`src/include/sww_pkg.sv`:
```
// package for the sleep/wake supervisor and window watchdog
package sww_pkg;
	localparam int CLK_HZ                = 200_000_000;
	localparam int OSC_HZ                = 100_000;
	// oscillator tick divider: system clocks per internal oscillator period
	localparam int OSC_DIV               = CLK_HZ / OSC_HZ;
	// times in microseconds, counts in oscillator ticks (10 us each)
	localparam int OSC_PERIOD_US         = 10;
	localparam int WAKE_DEBOUNCE_US      = 20;
	localparam int LIN_WAKE_FILTER_US    = 70;
	localparam int GOTO_SLEEP_US         = 20;
	localparam int SHORT_DETECT_US       = 15;
	localparam int RESET_TIME_US         = 68_000;
	localparam int LEAD_TIME_US          = 68_000;
	localparam int SHORT_RESET_US        = 2_000;
	localparam int CLOSED_WINDOW_US      = 12_100;
	localparam int OPEN_WINDOW_US        = 9_610;
	// least times round up, the pulse and the open window (longest) round down
	localparam int WAKE_DEBOUNCE_TICKS   = (WAKE_DEBOUNCE_US + OSC_PERIOD_US - 1) / OSC_PERIOD_US;
	localparam int LIN_WAKE_TICKS        = (LIN_WAKE_FILTER_US + OSC_PERIOD_US - 1) / OSC_PERIOD_US;
	localparam int GOTO_SLEEP_TICKS      = (GOTO_SLEEP_US + OSC_PERIOD_US - 1) / OSC_PERIOD_US;
	localparam int SHORT_DETECT_TICKS    = (SHORT_DETECT_US / OSC_PERIOD_US) < 1 ? 1 :
		SHORT_DETECT_US / OSC_PERIOD_US;
	localparam int RESET_TIME_TICKS      = (RESET_TIME_US + OSC_PERIOD_US - 1) / OSC_PERIOD_US;
	localparam int LEAD_TIME_TICKS       = (LEAD_TIME_US + OSC_PERIOD_US - 1) / OSC_PERIOD_US;
	localparam int SHORT_RESET_TICKS     = (SHORT_RESET_US + OSC_PERIOD_US - 1) / OSC_PERIOD_US;
	localparam int CLOSED_WINDOW_TICKS   = (CLOSED_WINDOW_US + OSC_PERIOD_US - 1) / OSC_PERIOD_US;
	localparam int OPEN_WINDOW_TICKS     = OPEN_WINDOW_US / OSC_PERIOD_US;
	localparam int WD_CNT_W              = 16;

	typedef enum logic [1:0] {
		SWW_WAKE_NONE,
		SWW_WAKE_PIN,
		SWW_WAKE_LIN
	} sww_wake_src_type;

	// host-facing pin inputs, already synchronised
	typedef struct packed {
		logic keep_awake_in;
		logic wake_in;
		logic lin_low;
		logic watchdog_trigger_in;
		logic host_supply_good;
	} sww_pins_type;

	// bridge-related outputs
	typedef struct packed {
		logic low_side_pulse;
		logic bridge_allow;
	} sww_bridge_type;
endpackage

```
`src/sww_filter.sv`:
```
// level filter: output follows input after it held steady for a tick count
`timescale 1ns/100ps
module sww_filter #(
	parameter int TICKS = 2,
	parameter bit INIT  = 1'b0
) (
	input  wire logic clock,
	input  wire logic sys_rst,
	input  wire logic tick,
	input  wire logic level_in,
	output logic      level_out
);
	localparam int W = $clog2(TICKS + 1);
	logic [W-1:0] count;

	initial begin
		if (TICKS < 1) $error("sww_filter TICKS must be at least 1");
	end

	// input back at the output level restarts the count, so glitches never pass
	always_ff @(posedge clock or posedge sys_rst) begin
		if (sys_rst) begin
			count     <= '0;
			level_out <= INIT;
		end else if (level_in == level_out) begin
			count <= '0;
		end else if (tick) begin
			if (count == W'(TICKS - 1)) begin
				level_out <= level_in;
				count     <= '0;
			end else begin
				count <= count + 1'b1;
			end
		end
	end
endmodule // sww_filter

```
`src/sww_watchdog.sv`:
```
// window watchdog with reset generator for the host
`timescale 1ns/100ps
module sww_watchdog
	import sww_pkg::*;
#(
	parameter int RESET_TICKS  = RESET_TIME_TICKS,
	parameter int LEAD_TICKS   = LEAD_TIME_TICKS,
	parameter int SHORT_TICKS  = SHORT_RESET_TICKS,
	parameter int CLOSED_TICKS = CLOSED_WINDOW_TICKS,
	parameter int OPEN_TICKS   = OPEN_WINDOW_TICKS
) (
	input  wire logic clock,
	input  wire logic sys_rst,
	input  wire logic tick,
	input  wire logic run,
	input  wire logic supply_good,
	input  wire logic trig_rise,
	output logic      host_rst_n,
	output logic      first_trigger
);
	typedef enum logic [2:0] {
		WD_RESET, WD_LEAD, WD_CLOSED, WD_OPEN, WD_STOP
	} sww_wd_state_type;

	sww_wd_state_type          state;
	logic [WD_CNT_W-1:0]       count;
	logic [WD_CNT_W-1:0]       reset_len;

	initial begin
		if (RESET_TICKS >= 2**WD_CNT_W || LEAD_TICKS >= 2**WD_CNT_W ||
			CLOSED_TICKS >= 2**WD_CNT_W || OPEN_TICKS < 1 || SHORT_TICKS < 1)
			$error("sww_watchdog tick counts out of range");
	end

	// sequencer: reset, lead, then closed/open windows
	always_ff @(posedge clock or posedge sys_rst) begin
		if (sys_rst) begin
			state     <= WD_RESET;
			count     <= '0;
			reset_len <= WD_CNT_W'(RESET_TICKS);
		end else if (!run) begin
			state     <= WD_STOP;
			count     <= '0;
		end else if (state == WD_STOP) begin
			state     <= WD_RESET; // fresh power-up style sequence on wake
			count     <= '0;
			reset_len <= WD_CNT_W'(RESET_TICKS);
		end else if (!supply_good) begin
			state     <= WD_RESET;
			count     <= '0;
			reset_len <= WD_CNT_W'(RESET_TICKS);
		end else begin
			case (state)
				WD_RESET: begin
					if (tick) begin
						if (count >= reset_len - 1'b1) begin
							state <= WD_LEAD;
							count <= '0;
						end else begin
							count <= count + 1'b1;
						end
					end
				end
				WD_LEAD: begin
					if (trig_rise) begin
						state <= WD_CLOSED;
						count <= '0;
					end else if (tick) begin
						if (count == WD_CNT_W'(LEAD_TICKS - 1)) begin
							state     <= WD_RESET;
							reset_len <= WD_CNT_W'(RESET_TICKS);
							count     <= '0;
						end else begin
							count <= count + 1'b1;
						end
					end
				end
				WD_CLOSED: begin
					if (trig_rise) begin
						state     <= WD_RESET;
						reset_len <= WD_CNT_W'(SHORT_TICKS);
						count     <= '0;
					end else if (tick) begin
						if (count == WD_CNT_W'(CLOSED_TICKS - 1)) begin
							state <= WD_OPEN;
							count <= '0;
						end else begin
							count <= count + 1'b1;
						end
					end
				end
				WD_OPEN: begin
					if (trig_rise) begin
						state <= WD_CLOSED;
						count <= '0;
					end else if (tick) begin
						if (count == WD_CNT_W'(OPEN_TICKS - 1)) begin
							state     <= WD_RESET;
							reset_len <= WD_CNT_W'(SHORT_TICKS);
							count     <= '0;
						end else begin
							count <= count + 1'b1;
						end
					end
				end
				default: begin
					state <= WD_RESET;
					count <= '0;
				end
			endcase
		end
	end

	// first accepted trigger; cleared by any reset or sleep
	always_ff @(posedge clock or posedge sys_rst) begin
		if (sys_rst) begin
			first_trigger <= 1'b0;
		end else if (!run || state == WD_RESET) begin
			first_trigger <= 1'b0;
		end else if (trig_rise && (state == WD_LEAD || state == WD_OPEN)) begin
			first_trigger <= 1'b1;
		end
	end

	// host reset is low through the reset phase and while stopped
	always_ff @(posedge clock or posedge sys_rst) begin
		if (sys_rst) begin
			host_rst_n <= 1'b0;
		end else begin
			host_rst_n <= run && supply_good && state != WD_RESET && state != WD_STOP;
		end
	end
endmodule // sww_watchdog

```
`src/sww_top.sv`:
```
// sleep/wake mode supervisor with host reset and window watchdog
// Operation
// - after power-up the device starts Active, not Sleep.
// - in Sleep, wake input high for 20 us debounce wakes the device.
// - in Sleep, bus low for 70 us wakes; any high restarts the filter.
// - a bus-caused wake is latched once Active is entered.
// - after a bus wake, stay Active with keep-awake and wake both low.
// - keep-awake never wakes from Sleep; it only holds Active.
// - keep-awake high validly, then falls and stays low 20 us, enters Sleep.
// - entering Sleep by keep-awake pulses both low-side drivers up to 15 us.
// - watchdog stops while in Sleep.
// - all watchdog timing comes from the internal oscillator tick.
// - at power-up, supply on and host reset held low 68 ms.
// - wait 68 ms lead for first trigger, else reset again and retry.
// - closed window then open window; accepted trigger restarts closed window.
// - failed trigger gives a 2 ms host reset then lead sequence again.
// - host reset held while host supply is below its threshold.
// - wake source shown on first diagnostic output until first trigger.
// - first-trigger flag set on accepted trigger; bridge drive needs it.
`timescale 1ns/100ps
module sww_top
	import sww_pkg::*;
#(
	parameter int RESET_TICKS  = RESET_TIME_TICKS,
	parameter int LEAD_TICKS   = LEAD_TIME_TICKS,
	parameter int SHORT_TICKS  = SHORT_RESET_TICKS,
	parameter int CLOSED_TICKS = CLOSED_WINDOW_TICKS,
	parameter int OPEN_TICKS   = OPEN_WINDOW_TICKS
) (
	input  wire logic             clock,
	input  wire logic             sys_rst,
	input  wire logic             keep_awake_in,
	input  wire logic             wake_in,
	input  wire logic             lin_rx_n,
	input  wire logic             watchdog_trigger_in,
	input  wire logic             host_supply_good,
	output logic                  host_rst_n,
	output logic                  host_supply_en,
	output logic                  active,
	output logic                  diag_out_1,
	output sww_pkg::sww_bridge_type bridge
);
	import sww_pkg::*;

	typedef enum logic [1:0] {MODE_ACTIVE, MODE_SLEEP} sww_mode_type;

	localparam int DIV_W = $clog2(OSC_DIV);
	localparam int PULSE_W = $clog2(SHORT_DETECT_TICKS + 2);

	sww_pins_type         sync1;
	sww_pins_type         pins;
	logic [DIV_W-1:0]     div_count;
	logic                 tick;
	sww_mode_type         mode;
	logic                 wake_filt;
	logic                 lin_filt;
	logic                 keep_filt;
	logic                 keep_filt_d;
	logic                 keep_valid_high;
	logic                 keep_fall;
	logic                 trig_d;
	logic                 trig_rise;
	logic                 lin_wake_latch;
	logic                 bus_state_a;
	sww_wake_src_type     wake_src;
	logic [PULSE_W-1:0]   pulse_count;
	logic                 first_trigger;
	logic                 go_sleep;

	initial begin
		if (OSC_DIV < 2) $error("sww_top oscillator divider too small");
	end

	// two-stage synchronisers on every pin; stage one feeds stage two only
	always_ff @(posedge clock or posedge sys_rst) begin
		if (sys_rst) begin
			sync1 <= '0;
			pins  <= '0;
		end else begin
			sync1 <= {keep_awake_in, wake_in, ~lin_rx_n, watchdog_trigger_in, host_supply_good};
			pins  <= sync1;
		end
	end

	// internal 100 kHz oscillator as a one-cycle enable
	always_ff @(posedge clock or posedge sys_rst) begin
		if (sys_rst) begin
			div_count <= '0;
		end else if (div_count == DIV_W'(OSC_DIV - 1)) begin
			div_count <= '0;
		end else begin
			div_count <= div_count + 1'b1;
		end
	end
	assign tick = (div_count == DIV_W'(OSC_DIV - 1));

	// wake pin debounce
	sww_filter #(.TICKS(WAKE_DEBOUNCE_TICKS), .INIT(1'b0)) u_wake_filt (
		.clock     (clock),
		.sys_rst   (sys_rst),
		.tick      (tick),
		.level_in  (pins.wake_in),
		.level_out (wake_filt)
	);

	// bus low filter; only armed in sleep so the filter restarts on each high
	sww_filter #(.TICKS(LIN_WAKE_TICKS), .INIT(1'b0)) u_lin_filt (
		.clock     (clock),
		.sys_rst   (sys_rst),
		.tick      (tick),
		.level_in  (bus_state_a), // low bus seen only while asleep
		.level_out (lin_filt)
	);

	// keep-awake debounce: both levels must hold for the debounce time
	sww_filter #(.TICKS(GOTO_SLEEP_TICKS), .INIT(1'b0)) u_keep_filt (
		.clock     (clock),
		.sys_rst   (sys_rst),
		.tick      (tick),
		.level_in  (pins.keep_awake_in),
		.level_out (keep_filt)
	);

	// validated falling edge of keep-awake; only counts after a valid high
	always_ff @(posedge clock or posedge sys_rst) begin
		if (sys_rst) begin
			keep_filt_d     <= 1'b0;
			keep_valid_high <= 1'b0;
		end else begin
			keep_filt_d <= keep_filt;
			if (mode == MODE_SLEEP) begin
				keep_valid_high <= 1'b0;
			end else if (keep_filt) begin
				keep_valid_high <= 1'b1;
			end else if (keep_fall) begin
				keep_valid_high <= 1'b0;
			end
		end
	end
	assign keep_fall = keep_filt_d && !keep_filt && keep_valid_high;

	// a bus wake keeps the device awake without the pins, so sleep
	// is only entered via the keep-awake fall and with no wake pending
	assign go_sleep = keep_fall && !wake_filt;

	// mode machine; power-up lands in active
	always_ff @(posedge clock or posedge sys_rst) begin
		if (sys_rst) begin
			mode <= MODE_ACTIVE;
		end else begin
			case (mode)
				MODE_ACTIVE: begin
					if (go_sleep) begin
						mode <= MODE_SLEEP;
					end
				end
				MODE_SLEEP: begin
					if (wake_filt || lin_filt) begin
						mode <= MODE_ACTIVE;
					end
				end
				default: begin
					mode <= MODE_ACTIVE;
				end
			endcase
		end
	end
	assign active = (mode == MODE_ACTIVE);
	assign host_supply_en = active;
	assign bus_state_a = (mode == MODE_SLEEP) && pins.lin_low;

	// wake source latch; bus wake wins if both arrive together
	always_ff @(posedge clock or posedge sys_rst) begin
		if (sys_rst) begin
			lin_wake_latch <= 1'b0;
			wake_src       <= SWW_WAKE_NONE;
		end else if (mode == MODE_SLEEP && lin_filt) begin
			lin_wake_latch <= 1'b1;
			wake_src       <= SWW_WAKE_LIN;
		end else if (mode == MODE_SLEEP && wake_filt) begin
			lin_wake_latch <= 1'b0;
			wake_src       <= SWW_WAKE_PIN;
		end
	end

	// diagnostic shows pin wake as high until the first accepted trigger
	always_ff @(posedge clock or posedge sys_rst) begin
		if (sys_rst) begin
			diag_out_1 <= 1'b0;
		end else if (first_trigger || wake_src == SWW_WAKE_NONE) begin
			diag_out_1 <= 1'b0;
		end else begin
			diag_out_1 <= !lin_wake_latch;
		end
	end

	// low-side pulse on sleep entry; limited to the short-detect time
	always_ff @(posedge clock or posedge sys_rst) begin
		if (sys_rst) begin
			pulse_count <= '0;
		end else if (go_sleep && mode == MODE_ACTIVE) begin
			pulse_count <= PULSE_W'(SHORT_DETECT_TICKS);
		end else if (tick && pulse_count != '0) begin
			pulse_count <= pulse_count - 1'b1;
		end
	end

	// trigger edge detect on the synchronised pin
	always_ff @(posedge clock or posedge sys_rst) begin
		if (sys_rst) begin
			trig_d <= 1'b0;
		end else begin
			trig_d <= pins.watchdog_trigger_in;
		end
	end
	assign trig_rise = pins.watchdog_trigger_in && !trig_d;

	sww_watchdog #(
		.RESET_TICKS  (RESET_TICKS),
		.LEAD_TICKS   (LEAD_TICKS),
		.SHORT_TICKS  (SHORT_TICKS),
		.CLOSED_TICKS (CLOSED_TICKS),
		.OPEN_TICKS   (OPEN_TICKS)
	) u_wd (
		.clock         (clock),
		.sys_rst       (sys_rst),
		.tick          (tick),
		.run           (active),
		.supply_good   (pins.host_supply_good),
		.trig_rise     (trig_rise),
		.host_rst_n    (host_rst_n),
		.first_trigger (first_trigger)
	);

	// bridge may be driven only after a valid trigger; pulse overlaps sleep
	always_ff @(posedge clock or posedge sys_rst) begin
		if (sys_rst) begin
			bridge <= '0;
		end else begin
			bridge.low_side_pulse <= (pulse_count != '0);
			bridge.bridge_allow   <= first_trigger && active;
		end
	end
endmodule // sww_top

```
`config.mk`:
```
export PLATFORM = sky130hd
export DESIGN_NAME = sww_top
export DESIGN_NICKNAME = d
export VERILOG_FILES = /design/src/include/sww_pkg.sv /design/src/sww_filter.sv /design/src/sww_watchdog.sv /design/src/sww_top.sv
export SDC_FILE = /design/constraint.sdc
export NUM_CORES = 1
export LEC_CHECK = 0
export BUFFER_PORTS_ARGS = -buffer_cell sky130_fd_sc_hd__buf_2
export CORE_MARGIN = 4
export CORE_UTILIZATION = 40
export DETAILED_ROUTE_END_ITERATION = 16
export MAX_ROUTING_LAYER = met4
export PLACE_DENSITY_LB_ADDON = 0.08
export SLEW_MARGIN = 20
export SYNTH_ARGS = -nofsm -noshare
export SYNTH_HDL_FRONTEND = slang
export SYNTH_SLANG_ARGS = --single-unit
export TNS_END_PERCENT = 5
```
`constraint.sdc`:
```
create_clock -name clock -period 2.3 [get_ports clock]
set_input_delay 0.46 -clock clock [delete_from_list [all_inputs] [get_ports clock]]
set_output_delay 0.46 -clock clock [all_outputs]
set_load 0.1 [all_outputs]
```
; ---- Word-level counts from Yosys, hierarchy flattened
; Index checks and enable logic that the tools add are counted.
; W data, S select, Z words.
[word_totals]
reg_bits = 81
latchBits = 0
ram_bits = 0
mem_bits_ro = 0
output_inout_bits = 6
word_cells = 185
n_memories = 0
[classes]
add_sub_neg = 7
mul = 0
n_div = 0
magnitude_cmp = 1
eq_ne = 34
n_shift = 0
n_mux = 65
bitwise = 4
reduce_logical = 42
[ops]
columns = cell, n
row1 = $mux W16, 23
row2 = $pmux W16 S4, 1
row3 = $mux W3, 17
row4 = $pmux W16 S3, 1
row5 = $mux W2, 12
row6 = $ne A6 B3 Y1 const B, 3
row7 = $ne A6 B4 Y1 const B, 3
row8 = $add A16 B1 Y16 const B, 1
row9 = $eq A16 B10 Y1 const B, 1
row10 = $eq A16 B11 Y1 const B, 1
row11 = $eq A16 B13 Y1 const B, 1
row12 = $ge A16 B16 Y1, 1
row13 = $sub A16 B1 Y16 const B, 1
row14 = $logic_and A1 B1 Y1, 14
row15 = $reduce_bool A2 Y1, 7
row16 = $ne A4 B2 Y1 const B, 3
row17 = $pmux W3 S4, 1
row18 = $add A11 B1 Y11 const B, 1
row19 = $eq A11 B11 Y1 const B, 1
row20 = $mux W11, 1
row21 = $reduce_and A3 Y1, 3
row22 = $reduce_and A9 Y1, 1
row23 = $mux W1, 8
row24 = $ne A4 B3 Y1 const B, 2
row25 = 24 further kinds, 45

; ---- Logic depth before layout (Yosys ltp)
[depth]
word_depth = 8
mapped_depth = 11

; ---- Modules after synthesis
; A second synthesis with hierarchy kept.
[unflattened]
hier_cells = 345
area_unflattened_um2 = 3559.7
[by_module_without_submodules]
columns = module, instances, cells_each, area_each_um2, seq_area_each_um2
row1 = sww_watchdog, 1, 192, 1781.7, 576.8
row2 = sww_top, 1, 110, 1298.7, 800.8
row3 = sww_filter (u_keep_filt ...), 2, 11, 133.9, 75.1
row4 = sww_filter (u_lin_filt), 1, 21, 211.5, 100.1

; ---- Least setup slack after synthesis
; OpenSTA, ideal clock, no wires.
[synth_timing]
path_type = register to register
from = register u_wd.reset_len[11]
to = register u_wd.count[3]
t_arrival_ns = 2.205
required_time_ns = 2.181
path_slack_ns = -0.024
path_stages_with_launch = 11
path_buffers = 1
path_cell_list = dfstp_2 > inv_1 > ha_1 > ha_1 > nand4_1 > a21o_1 > a21oi_1 > o21ai_2 > nor3_4 > buf_6 > nor2_2
[synth_between]
elab_chain_len = 8
[synth_lines]
columns = item, line
row1 = start: declaration, sww_watchdog.sv:27  ; logic [WD_CNT_W-1:0] reset_len;
row2 = start signal: assignment, sww_watchdog.sv:40  ; reset_len <= WD_CNT_W'(RESET_TICKS);
row3 = start signal: assignment, sww_watchdog.sv:47  ; reset_len <= WD_CNT_W'(RESET_TICKS);
row4 = start signal: assignment, sww_watchdog.sv:51  ; reset_len <= WD_CNT_W'(RESET_TICKS);
row5 = $sub A16 B1 Y16, sww_watchdog.sv:56  ; if (count >= reset_len - 1'b1) begin
row6 = $ge A16 B16 Y1, sww_watchdog.sv:56
row7 = $mux W16, sww_watchdog.sv:56
row8 = $mux W16, sww_watchdog.sv:55  ; if (tick) begin
row9 = $pmux W16 S4, sww_watchdog.sv:53  ; case (state)
row10 = $mux W16, sww_watchdog.sv:48  ; end else if (!supply_good) begin
row11 = $mux W16, sww_watchdog.sv:44  ; end else if (state == WD_STOP) begin
row12 = $mux W16, sww_watchdog.sv:41  ; end else if (!run) begin
row13 = end signal: assignment, sww_watchdog.sv:60  ; count <= count + 1'b1;
row14 = end signal: assignment, sww_watchdog.sv:74  ; count <= count + 1'b1;
row15 = end signal: assignment, sww_watchdog.sv:88  ; count <= count + 1'b1;
row16 = end: declaration, sww_watchdog.sv:26  ; logic [WD_CNT_W-1:0] count;
; No other way between the ends. The select of a mux whose other input is x is not followed.
; A chain may end at the register's enable or synchronous reset.

; ---- Worst setup path after layout
[layout_timing]
from = register u_wd.count[13]
to = register u_wd.reset_len[11]
[layout_between]
elab_chain_len = 3
[layout_lines]
columns = item, line
row1 = $eq A16 B13 Y1 or $eq A16 B10 Y1 (tied branches), "sww_watchdog.sv:69, sww_watchdog.sv:97"
row2 = $ne A4 B2 Y1 (no source line), -
row3 = $reduce_and A9 Y1 (no source line) (*), -
row4 = end signal: assignment, sww_watchdog.sv:71  ; reset_len <= WD_CNT_W'(RESET_TICKS);
row5 = end signal: assignment, sww_watchdog.sv:81  ; reset_len <= WD_CNT_W'(SHORT_TICKS);
row6 = end signal: assignment, sww_watchdog.sv:99  ; reset_len <= WD_CNT_W'(SHORT_TICKS);
; Every way passes the cells marked *; elsewhere a longest branch is shown, timed or not.

==> metrics.yaml <==
cts:
  cts_buffers: 9
  clock-sinks: 65
  cts_root_buf: "clkbuf_8"
  htreeDepth: 3
  cts.reportedPaths.clkPinSlew_ns: 0.08
  clk_latency_ns: 0.34
  cts_tree: "yes"
  hold_buffers: 0
  clk_path_buf_depth: 2
drt:
  drc_errors: 0
  avgRoutedWirePerCell_microns: 14.2
  postRouteAntennaNets: 0
  num_vias: 2384
  firstDrtPassIters: 4
  vias_per_cell: 4.98
  drt-initial-drc-count: 118
  drt-total-wl_microns: 6800
power_and_ir_drop:
  ir_drop_v: 0.000584
  powerDensity_mw_per_mm2: 742
  leakage_uw: 0.00184
critical_path:
  crit_type: "reg -> reg"
  cp_max_fo: 3
  worst_r2r_endpoint: "u_wd.reset_len[11]"
  reg2reg_depth: 6
  critical_path_depth: 6
  slowest_delay_ns: 0.54
  cp_top_family: "simple AND/OR/NAND/NOR gates"
  endpoint_kind: "flip-flop"
  rr_startpoint: "u_wd.count[13]"
  crit_chain: "or3_1 -> or4_4 -> o32ai_4 -> a21oi_2 -> or4_1 -> o21a_1"
  cp_slowest_cell: "or4_4"
  crit_path_end: "u_wd.reset_len[11]"
  critPathLaunch: "u_wd.count[13]"
  critPathRequiredTime_ns: 2.57
  rrSetupSlack_ns: 0.06
  path_buf_inv: 0
  arrival_ns: 2.51
  cp-start-kind: "flip-flop"
place:
  pre_cts_ws_ns: -0.0100
  gp_congestion: 0.863
  dpl_cell_area_sq_mm: 0.00366
  dp_hpwl_microns: 4960
  port_buffers: 12
sta:
  skew_ns: 0.0147
  layout_setup_ws_ns: 0.0604
  worst_hold_slack_ns: 0.147
  relSlewSlack: 0.606
  finalCritPeriodShare: 0.974
  rsz0062_at_grt: "true"
  worst_pin_slew_ns: 0.589
  period_needed_ns: 2.24
  final-setup-viol-count: 0
  finalSetupTns_ns: 0
  drv_slew: 0
  max_freq_ghz: 0.447
  final-hold-violation-count: 0
synthesis:
  ys_warn_count: 0
  synthFlopType: "dfrtp_1"
  synth_edf_count: 0
  synthArstFlopShare: 1.00
  ys_seq_area_frac: 0.497
  yosys-top-cells-area: "dfrtp_1 (49%), ha_1 (6.1%), xnor2_1 (4.3%)"
  yosys.area.top_type: "dfrtp_1"
  synth-seq-cells: 65
  synth_top_area_share: 0.489
  synth_cells: 327
  synth_fp_nets: 350
  synth_area_sq_mm: 0.00328
  syn_area_per_cell_sq_um: 10.0
  synth_cell_types: 55
floorplan:
  core-area_sq_mm: 0.00785
  dieArea_sq_mm: 0.00970
  io_pins: 13
  initial_core_util: 0.417
  die_w_microns: 98.5
  die_y_microns: 98.5
  fp-row-count: 32
final_layout:
  drive_above_1_share: 0.249
  fin_area_sq_mm: 0.00400
  post-route-util: 0.510
  syn2layout_area_growth_pct: 22.2
  nets: 395
  antenna_cells: 0
grt:
  grt_usage: 0.160
  grt_pass1_vias: 2382
  overflow: 0
  grt_max_degree: 45
  grt_pass1_wl_microns: 12000
  antenna_found_initial: 0
flow_run:
  drv_cap: 0
status:
  status: "complete, no violations"
worst_hold_path:
  hp-class: "in -> async"
worst min-delay path by stage:
stage | cells after the start | start | slack (ns) | to
final | 3 | sys_rst | 0.15 | div_count[3]
after global placement | 0 | sync1[1] | 0.33 | pins[1]
after floorplan | 0 | sync1[0] | 0.33 | pins[0]
after detailed placement | 0 | sync1[2] | 0.34 | pins[2]
after global routing | 3 | sys_rst | 0.17 | div_count[5]
after CTS | 3 | sys_rst | 0.15 | div_count[5]
cell usage after synthesis (7+ instances only):
master,count
a21oi_1,16
dfrtp_1,64
ha_1,16
inv_1,21
nand2_1,23
nand3_1,11
nand4_1,8
nor2_1,32
nor2_2,11
nor3_1,12
o21ai_0,18
xnor2_1,16
xor2_1,7
layout by cell type (no fill, tap or decap), types with 3 or more instances in the layout:
master      n
nor2_2     11
xor2_1      7
dfrtp_1    64
nand2b_1    3
nor3_1     11
inv_1      19
nand4_1     8
nand3_1    10
xnor2_1    16
buf_4      31
clkbuf_8   11
nor3b_1     4
nor2_1     32
nand2_1    23
o21ai_0    17
ha_1       13
a21oi_1    15
ha_4        3
nor4_1      3
buf_2      12
bufinv_16   3
or3_1       3
final cells by class:
type	count	area [sq um]
Clock buffer	11	151
Clock inverter	5	108
Fill cell	762	3850
Inverter	21	81.3
Multi-Input combinational cell	229	1570
Sequential cell	65	1630
Tap cell	102	128
Timing Repair Buffer	46	335
repair_timing:
action | CTS | global route
gates resized for setup | 0 | 12
buffers inserted | 0 | 2
setup endpoints to repair | 2 | 20
pin swaps | 0 | 4
worst register-to-register path: stages (launching register included):
cell and delay, ns:
dfrtp_1 0.37, or3_1 0.41, or4_4 0.54, o32ai_4 0.18, a21oi_2 0.10, or4_1 0.44, o21a_1 0.13
per-stage QoR:
stage	total power, uW	instances
6_report	2970	479
5_1_grt	3130	479
4_1_cts	2980	477
3_5_place_dp	1720	461
3_3_place_gp	1710	461
2_1_floorplan	1540	327
power breakdown:
group,internal [uW],total (uW),leakage [uW],switching [uW]
clock,788,1250,0.000131,461
combinational,181,476,0.000850,295
sequential,1190,1250,0.000860,51.0
flip-flops by register name, summed over array words and instances (netlist names), 2 cells and up:
name,cells
sync1,5
u_wake_filt.count,2
u_wd.count,16
pulse_count,2
u_keep_filt.count,2
pins,5
u_wd.reset_len,2
bridge,2
u_lin_filt.count,3
u_wd.state,3
div_count,11
per-layer routing:
metal / part of all wire / GRT usage
met1: 0.54 / 0.238
met5: 0 / -
met3: 0.023 / 0.0255
met4: 0.011 / 0.0599
met2: 0.43 / 0.218
kinds of logic (layout without fill, tap and decap cells):
kind of cell    after synthesis  count (layout)  share of synthesized area
flops                        65              65                      0.497
compound gates               53              53                      0.104
fa+ha+maj                    16              16                     0.0611
mux                           4               4                     0.0130
buf+inv                      33              83                     0.0439
simple gates                133             133                      0.219
xor+xnor                     23              23                     0.0615
No activity file was read; power rests on OpenSTA's default activity.
